===== config.mk =====
export PLATFORM = sky130hd
export DESIGN_NAME = rx_sync_rssi_config
export DESIGN_NICKNAME = d
export VERILOG_FILES = /design/src/rx_cfg_pkg.sv /design/src/pattern_if.sv /design/src/pattern_detector.sv /design/src/rx_sync_rssi_config.sv
export SDC_FILE = /design/constraint.sdc
export NUM_CORES = 1
export LEC_CHECK = 0
export ABC_AREA = 1
export ABC_CLOCK_PERIOD_IN_PS = 6100
export BUFFER_PORTS_ARGS = -buffer_cell sky130_fd_sc_hd__buf_2
export CAP_MARGIN = 40
export CORE_MARGIN = 2
export CORE_UTILIZATION = 53
export CTS_CLUSTER_DIAMETER = 30
export DETAILED_ROUTE_END_ITERATION = 8
export PLACE_DENSITY = 0.81
export SETUP_SLACK_MARGIN = 0.05
export SLEW_MARGIN = 10
export SYNTH_ARGS = -nofsm -noshare
export SYNTH_HDL_FRONTEND = slang
export SYNTH_SLANG_ARGS = --single-unit

===== constraint.sdc =====
create_clock -name ref_clk -period 6.1 [get_ports ref_clk]
set_input_delay 0.305 -clock ref_clk [delete_from_list [all_inputs] [get_ports ref_clk]]
set_output_delay 0.305 -clock ref_clk [all_outputs]
set_load 0.03 [all_outputs]

===== src/rx_cfg_pkg.sv =====
// Purpose: shared constants for the receiver configuration and sync block
// Assumes: one 8-bit register per aligned 32-bit APB word
// Notes: register indices are kept, byte address is four times the index
package rx_cfg_pkg;
  localparam logic [7:0] idx_poly_cfg = 8'h11;
  localparam logic [7:0] idx_sync_ctl = 8'h12;
  localparam logic [7:0] idx_spare = 8'h13;
  localparam logic [7:0] idx_strength = 8'h14;
  localparam logic [7:0] idx_pattern0 = 8'h16;
  localparam logic [7:0] idx_pattern1 = 8'h17;
  localparam logic [7:0] idx_pattern2 = 8'h18;
  localparam logic [7:0] idx_pattern3 = 8'h19;
  localparam logic [7:0] idx_match_stat = 8'h1f;
  localparam logic [7:0] rst_poly_cfg = 8'h38;
  localparam logic [7:0] rst_sync_ctl = 8'h18;
  localparam logic [7:0] rst_spare = 8'h07;
  localparam logic [7:0] rst_pattern = 8'h00;
  localparam logic [3:0] poly_rsvd_nibble = 4'h8;
  localparam int poly_freq_lsb = 4;
  localparam int sync_filter_bit = 7;
  localparam int sync_bitsync_bit = 6;
  localparam int sync_recog_bit = 5;
  localparam int sync_len_lsb = 3;
  localparam int sync_tol_lsb = 1;
endpackage


===== src/pattern_if.sv =====
`timescale 1ns/1ps
// Purpose: carries the sync detector settings and result
// Assumes: single clock domain
// Notes: none
interface pattern_if;
  logic recog_on;
  logic [1:0] length_sel;
  logic [1:0] tolerance;
  logic [31:0] pattern_value;
  logic match;
  modport ctl (output recog_on, output length_sel, output tolerance, output pattern_value, input match);
  modport det (input recog_on, input length_sel, input tolerance, input pattern_value, output match);
endinterface


===== src/pattern_detector.sv =====
`timescale 1ns/1ps
// Purpose: sliding sync pattern detector with error tolerance
// Assumes: one received bit per bit_valid pulse
// Notes: compares the most significant configured bytes first
module pattern_detector (
  input wire logic ref_clk,
  input wire logic arst_n,
  input wire logic bit_valid,
  input wire logic bit_in,
  pattern_if.det pif
);
  logic [31:0] shift_reg;
  logic [31:0] window;
  logic [31:0] diff;
  logic [31:0] len_mask;
  logic [5:0] err_cnt;
  logic [5:0] seen_reg;
  logic [5:0] need;
  logic match_reg;

  // history of received bits, newest in bit 0
  always_ff @(posedge ref_clk or negedge arst_n) begin
    if (!arst_n) begin
      shift_reg <= 32'h0;
      seen_reg <= 6'h0;
    end else if (bit_valid) begin
      shift_reg <= {shift_reg[30:0], bit_in};
      if (seen_reg != 6'd32) seen_reg <= seen_reg + 6'd1;
    end
  end

  // length picks the top bytes of the pattern, aligned to newest bits
  // the bit arriving now is part of the compared window
  always_comb begin
    window = {shift_reg[30:0], bit_in};
    case (pif.length_sel)
      2'b00: begin len_mask = 32'h0000_00ff; need = 6'd8; end
      2'b01: begin len_mask = 32'h0000_ffff; need = 6'd16; end
      2'b10: begin len_mask = 32'h00ff_ffff; need = 6'd24; end
      default: begin len_mask = 32'hffff_ffff; need = 6'd32; end
    endcase
    case (pif.length_sel)
      2'b00: diff = (window ^ {24'h0, pif.pattern_value[31:24]}) & len_mask;
      2'b01: diff = (window ^ {16'h0, pif.pattern_value[31:16]}) & len_mask;
      2'b10: diff = (window ^ {8'h0, pif.pattern_value[31:8]}) & len_mask;
      default: diff = window ^ pif.pattern_value;
    endcase
    err_cnt = 6'h0;
    for (int i = 0; i < 32; i++) err_cnt = err_cnt + {5'h0, diff[i]};
  end

  // one-cycle match pulse after a bit completes a tolerated pattern
  always_ff @(posedge ref_clk or negedge arst_n) begin
    if (!arst_n) match_reg <= 1'b0;
    else match_reg <= pif.recog_on && bit_valid && (seen_reg >= need - 6'd1)
                      && (err_cnt <= {4'h0, pif.tolerance});
  end
  assign pif.match = match_reg;
endmodule // pattern_detector


===== src/rx_sync_rssi_config.sv =====
// Added by the designer: register access over APB.
`timescale 1ns/1ps
// Purpose: receiver filter, sync control and signal strength registers on APB
// Assumes: rx bits and strength value synchronous to ref_clk
// Notes: every access completes with pready high in its first access cycle
module rx_sync_rssi_config (
  input wire logic ref_clk,
  input wire logic arst_n,
  input wire logic psel,
  input wire logic penable,
  input wire logic pwrite,
  input wire logic [11:0] paddr,
  input wire logic [31:0] pwdata,
  output logic [31:0] prdata,
  output logic pready,
  output logic pslverr,
  input wire logic rx_bit_valid,
  input wire logic rx_bit,
  input wire logic [7:0] signal_strength_value,
  output logic [3:0] poly_centre_freq_sel,
  output logic poly_filter_on,
  output logic bit_synchronizer_on,
  output logic pattern_match
);
  logic [7:0] poly_cfg_reg;
  logic [7:0] sync_ctl_reg;
  logic [7:0] spare_reg;
  logic [7:0] pattern_reg [4];
  logic match_seen_reg;
  logic [7:0] rd_next;
  logic [9:0] widx;
  logic [7:0] widx_low;
  logic aligned;
  logic in_page;
  logic hit_poly;
  logic hit_sync;
  logic hit_spare;
  logic hit_strength;
  logic hit_pat0;
  logic hit_pat1;
  logic hit_pat2;
  logic hit_pat3;
  logic hit_stat;
  logic mapped;
  logic access;
  logic wr_en;
  logic rd_en;
  logic wr_poly;
  logic wr_sync;
  logic wr_spare;
  logic wr_pat0;
  logic wr_pat1;
  logic wr_pat2;
  logic wr_pat3;
  logic clr_stat;
  pattern_if pif ();

  // word index from byte address; low two bits must be zero
  assign widx = paddr[11:2];
  assign widx_low = widx[7:0];
  assign aligned = (paddr[1:0] == 2'b00);
  assign in_page = (widx[9:8] == 2'b00);

  // access phase strobes
  assign access = psel && penable;
  assign wr_en = access && pwrite;
  assign rd_en = access && !pwrite;

  // one hit line per mapped word
  assign hit_poly = aligned && in_page && (widx_low == rx_cfg_pkg::idx_poly_cfg);
  assign hit_sync = aligned && in_page && (widx_low == rx_cfg_pkg::idx_sync_ctl);
  assign hit_spare = aligned && in_page && (widx_low == rx_cfg_pkg::idx_spare);
  assign hit_strength = aligned && in_page && (widx_low == rx_cfg_pkg::idx_strength);
  assign hit_pat0 = aligned && in_page && (widx_low == rx_cfg_pkg::idx_pattern0);
  assign hit_pat1 = aligned && in_page && (widx_low == rx_cfg_pkg::idx_pattern1);
  assign hit_pat2 = aligned && in_page && (widx_low == rx_cfg_pkg::idx_pattern2);
  assign hit_pat3 = aligned && in_page && (widx_low == rx_cfg_pkg::idx_pattern3);
  assign hit_stat = aligned && in_page && (widx_low == rx_cfg_pkg::idx_match_stat);

  // any mapped word; everything else is refused
  always_comb begin
    mapped = 1'b0;
    if (hit_poly) begin
      mapped = 1'b1;
    end
    if (hit_sync) begin
      mapped = 1'b1;
    end
    if (hit_spare) begin
      mapped = 1'b1;
    end
    if (hit_strength) begin
      mapped = 1'b1;
    end
    if (hit_pat0) begin
      mapped = 1'b1;
    end
    if (hit_pat1) begin
      mapped = 1'b1;
    end
    if (hit_pat2) begin
      mapped = 1'b1;
    end
    if (hit_pat3) begin
      mapped = 1'b1;
    end
    if (hit_stat) begin
      mapped = 1'b1;
    end
  end

  // zero wait state; unmapped access answers with an error
  assign pready = 1'b1;
  assign pslverr = access && !mapped;

  // per-register write strobes; strength has none, so writes to it vanish
  assign wr_poly = wr_en && hit_poly;
  assign wr_sync = wr_en && hit_sync;
  assign wr_spare = wr_en && hit_spare;
  assign wr_pat0 = wr_en && hit_pat0;
  assign wr_pat1 = wr_en && hit_pat1;
  assign wr_pat2 = wr_en && hit_pat2;
  assign wr_pat3 = wr_en && hit_pat3;
  assign clr_stat = wr_en && hit_stat && pwdata[0];

  // filter configuration register
  always_ff @(posedge ref_clk or negedge arst_n) begin
    if (!arst_n) begin
      poly_cfg_reg <= rx_cfg_pkg::rst_poly_cfg;
    end else if (wr_poly) begin
      poly_cfg_reg <= pwdata[7:0];
    end
  end

  // sync control register
  always_ff @(posedge ref_clk or negedge arst_n) begin
    if (!arst_n) begin
      sync_ctl_reg <= rx_cfg_pkg::rst_sync_ctl;
    end else if (wr_sync) begin
      sync_ctl_reg <= pwdata[7:0];
    end
  end

  // spare register stores whatever software writes; software keeps the default
  always_ff @(posedge ref_clk or negedge arst_n) begin
    if (!arst_n) begin
      spare_reg <= rx_cfg_pkg::rst_spare;
    end else if (wr_spare) begin
      spare_reg <= pwdata[7:0];
    end
  end

  // pattern byte 0, the most significant
  always_ff @(posedge ref_clk or negedge arst_n) begin
    if (!arst_n) begin
      pattern_reg[0] <= rx_cfg_pkg::rst_pattern;
    end else if (wr_pat0) begin
      pattern_reg[0] <= pwdata[7:0];
    end
  end

  // pattern byte 1
  always_ff @(posedge ref_clk or negedge arst_n) begin
    if (!arst_n) begin
      pattern_reg[1] <= rx_cfg_pkg::rst_pattern;
    end else if (wr_pat1) begin
      pattern_reg[1] <= pwdata[7:0];
    end
  end

  // pattern byte 2
  always_ff @(posedge ref_clk or negedge arst_n) begin
    if (!arst_n) begin
      pattern_reg[2] <= rx_cfg_pkg::rst_pattern;
    end else if (wr_pat2) begin
      pattern_reg[2] <= pwdata[7:0];
    end
  end

  // pattern byte 3, the least significant
  always_ff @(posedge ref_clk or negedge arst_n) begin
    if (!arst_n) begin
      pattern_reg[3] <= rx_cfg_pkg::rst_pattern;
    end else if (wr_pat3) begin
      pattern_reg[3] <= pwdata[7:0];
    end
  end

  // sticky match flag, cleared by writing bit 0; a new match wins over the clear
  always_ff @(posedge ref_clk or negedge arst_n) begin
    if (!arst_n) begin
      match_seen_reg <= 1'b0;
    end else if (pif.match) begin
      match_seen_reg <= 1'b1;
    end else if (clr_stat) begin
      match_seen_reg <= 1'b0;
    end
  end

  // read mux; strength is passed live and has no storage
  always_comb begin
    case (widx_low)
      rx_cfg_pkg::idx_poly_cfg: begin
        rd_next = poly_cfg_reg;
      end
      rx_cfg_pkg::idx_sync_ctl: begin
        rd_next = sync_ctl_reg;
      end
      rx_cfg_pkg::idx_spare: begin
        rd_next = spare_reg;
      end
      rx_cfg_pkg::idx_strength: begin
        rd_next = signal_strength_value;
      end
      rx_cfg_pkg::idx_pattern0: begin
        rd_next = pattern_reg[0];
      end
      rx_cfg_pkg::idx_pattern1: begin
        rd_next = pattern_reg[1];
      end
      rx_cfg_pkg::idx_pattern2: begin
        rd_next = pattern_reg[2];
      end
      rx_cfg_pkg::idx_pattern3: begin
        rd_next = pattern_reg[3];
      end
      rx_cfg_pkg::idx_match_stat: begin
        rd_next = {7'h0, match_seen_reg};
      end
      default: begin
        rd_next = 8'h0;
      end
    endcase
  end

  // read data only during a mapped read access, upper bits zero
  always_comb begin
    prdata = 32'h0;
    if (rd_en && mapped) begin
      prdata = {24'h0, rd_next};
    end
  end

  // centre frequency select to the polyphase filter
  assign poly_centre_freq_sel = poly_cfg_reg[rx_cfg_pkg::poly_freq_lsb +: 4];

  // filter and synchronizer enables to the demodulator
  assign poly_filter_on = sync_ctl_reg[rx_cfg_pkg::sync_filter_bit];
  assign bit_synchronizer_on = !sync_ctl_reg[rx_cfg_pkg::sync_bitsync_bit];

  // detector settings
  assign pif.recog_on = sync_ctl_reg[rx_cfg_pkg::sync_recog_bit];
  assign pif.length_sel = sync_ctl_reg[rx_cfg_pkg::sync_len_lsb +: 2];
  assign pif.tolerance = sync_ctl_reg[rx_cfg_pkg::sync_tol_lsb +: 2];

  // pattern word, byte 0 on top so short lengths use the top bytes
  assign pif.pattern_value = {pattern_reg[0], pattern_reg[1], pattern_reg[2], pattern_reg[3]};

  // match pulse straight from the detector flip-flop
  assign pattern_match = pif.match;

  // sliding pattern detector
  pattern_detector u_det (
    .ref_clk(ref_clk),
    .arst_n(arst_n),
    .bit_valid(rx_bit_valid),
    .bit_in(rx_bit),
    .pif(pif.det)
  );
endmodule // rx_sync_rssi_config


==> results.json <==
{
  "syn_area_per_cell_um2": 7.88,
  "worstSetupPathType": "reg -> reg",
  "relSlewSlack_pct": 41.9,
  "finClkSkew_ps": 10.1,
  "dp_hpwl_mm": 15.7,
  "outcome": "finished, violations left",
  "yosys.area.top_type": "dfrtp_1",
  "period_share_pct": 104,
  "syn_area_um2": 7150,
  "power.leakage_nw": 4.04,
  "hold_class": "in -> reg",
  "start_util_pct": 54.2,
  "io_pins": 100,
  "wl_per_cell_um": 17.7,
  "place_congestion": 0.973,
  "h-tree-depth": 3,
  "cap_violations": 0,
  "synth.ff_latch_count": 95,
  "grt_pass1_vias": 6014,
  "ys_seq_area_share_pct": 33.4,
  "combPwrFrac_pct": 57.4,
  "row_count": 42,
  "timing.fmax_mhz": 158,
  "largest_register_ffs": 32,
  "reg2reg_to": "u_det.pif.match",
  "cp_max_fo": 10,
  "synth_top_family_by_area": "simple AND/OR/NAND/NOR gates",
  "vias_per_cell": 5.59,
  "synthCells": 908,
  "dr.pass1.iters": 5,
  "fin_nets": 1069,
  "hold_violations": 0,
  "ant_nets": 0,
  "worst-r2r-setup-slack_ps": -240,
  "muxShareOfSynthArea_pct": 0.420,
  "rsz0062_at_grt": "yes",
  "cts_sinks": 95,
  "worstHoldEndpoint": "pattern_reg[15]",
  "synthDistinctLibCells": 46,
  "worstPathRequired_ps": 6390,
  "p_int_mw": 1.83,
  "dp_slack_ps": -257,
  "yosys.area_share.simple_pct": 21.4,
  "violations": "setup timing",
  "yosysMostFrequentCell": "inv_1",
  "async_reset_ff_share_pct": 100,
  "fin_ws_ps": -235,
  "synth-xor-area-share_pct": 2.20,
  "portBuffers": 50,
  "synth_edf_count": 0,
  "synth_compound_area_share_pct": 18.4,
  "cts_root_buffer": "clkbuf_16",
  "die_y_um": 120,
  "drc": 0,
  "synthToLayoutAreaGrowth_pct": 12.1,
  "drtIter0Drc": 603,
  "n_antenna_cell": 0,
  "synth-main-ff-cell": "dfrtp_1",
  "drive_gt1_share_pct": 18.6,
  "grt_max_degree": 62,
  "ir_drop_mv": 0.842,
  "synth_adder_area_share_pct": 10.0,
  "clockBufferDepth": 2,
  "worstSetupStartpointType": "flip-flop",
  "grt_remaining_overflow": 0,
  "grt.total_usage_pct": 29.7,
  "worstPathArrival_ps": 6630,
  "r2r-start": "sync_ctl_reg[4]",
  "min_delay_path_depth": 3,
  "yosysTopAreaCellShare_pct": 30.4,
  "clk_latency_ps": 360,
  "cts_tree": "built",
  "wl_mm": 20.3,
  "grt_pass1_wl_mm": 32.4,
  "cts_setup_buffers": 0,
  "routed-via-count": 6414,
  "clk_pin_slew_ps": 80,
  "p_seq_share_pct": 23.5,
  "min_period_ps": 6340,
  "synth_warnings": 0,
  "p_clk_share_pct": 19.1,
  "min_from": "pwdata[7]",
  "cts-buffers-inserted": 9,
  "finalMaxSlewViolations": 0,
  "end_kind": "flip-flop",
  "synth.area.top_cells": "dfrtp_1 (30%), inv_1 (7.2%), fa_1 (6.7%), o21ai_0 (6.5%), nand2_1 (6.5%)",
  "die_area_um2": 14400,
  "core_um2": 13200,
  "synth_common_cells": "inv_1 (137), nand2_1 (124), o21ai_0 (93)",
  "die_x_um": 120,
  "power.density_nw_per_um2": 393,
  "r2r_cells": 23,
  "switchingPower_mw": 1.32,
  "tightest_slew_ps": 872,
  "antenna_found_initial": 0,
  "setup_viol": 1,
  "fin_total_pwr_mw": 3.15,
  "netSwitchingFraction_pct": 41.9
}
[cell usage in the layout, fill, tap and decap left out, drive strengths merged, types with 13 or more instances in the layout]
master / n
inv: 145
nand2: 137
o21ai: 119
buf: 96
dfrtp: 87
nor2: 84
nand3: 66
a21oi: 65
conb: 25
fa: 24
ha: 19
o211ai: 13
[power groups by stage]
stage                     Clock (mW)  Sequential (mW)  Combinational (mW)
final                          0.602            0.740                1.81
after global routing           0.638            0.749                2.12
after CTS                      0.611            0.739                1.86
after detailed placement           0            0.751                1.83
after global placement             0            0.749                1.77
after floorplan                    0            0.727                1.25
[stage by stage]
stage          hold slack, ps  instance area, um2  TNS, ps  utilization (%)  instances
5_1_grt                   209                8020     -536             60.8       1148
6_report                  198                8020     -235             60.8       1148
4_1_cts                   199                8010     -235             60.7       1148
3_5_place_dp              252                7670     -257             58.1       1131
3_3_place_gp              249                7620     -182             57.8       1129
2_1_floorplan            9.41                7300        0                -        931
[critical path: stages (launching register included)]
cell and delay, ps:
dfstp_2 550, inv_2 70, ha_4 330, nand2_4 110, a21oi_1 120, o21ai_0 90, a32oi_1 200, ha_1 250
inv_1 80, fa_1 460, fa_1 540, fa_1 440, fa_1 470, fa_1 540, fa_1 440, fa_2 360
inv_2 70, fa_1 400, ha_1 320, inv_1 60, nor2_1 40, o21ai_1 120, nand4_1 110, nor2_1 100
[layer usage]
layer / global-route usage (%) / vias up / share of wire (%)
li1: - / 3049 / -
met1: 39.8 / 2968 / 41
met2: 45.1 / 340 / 45
met3: 8.89 / 57 / 10
met4: 12.1 / 0 / 3.9
met5: 0 / - / 0
[worst max-delay path by stage]
stage	start	endpoint	slack [ps]
2_1_floorplan	sync_ctl_reg[3]	u_det.pif.match	90
3_3_place_gp	sync_ctl_reg[4]	u_det.pif.match	-180
3_5_place_dp	sync_ctl_reg[4]	u_det.pif.match	-260
4_1_cts	sync_ctl_reg[4]	u_det.pif.match	-240
5_1_grt	sync_ctl_reg[4]	u_det.pif.match	-540
6_report	sync_ctl_reg[4]	u_det.pif.match	-240
[kinds of logic after synthesis]
family,Yosys count
fa+ha+maj,43
flops,95
simple gates,296
buf+inv,215
xor+xnor,18
other cells,2
compound gates,236
mux,3
[cell type report]
class | instances | area [um2]
Clock buffer | 9 | 225
Clock inverter | 7 | 88.8
Fill cell | 1162 | 5170
Inverter | 143 | 543
Multi-Input combinational cell | 621 | 3900
Sequential cell | 95 | 2390
Tap cell | 176 | 220
Timing Repair Buffer | 97 | 653
[repair_timing]
item                                    4_1_cts  5_1_grt
endpoints found under the setup margin        1        1
pin swaps                                     0        2
resized for setup                             4        3
hold buffers                                  1        0
hold endpoints to repair                     27        0
(Power assumes the default switching activity.)
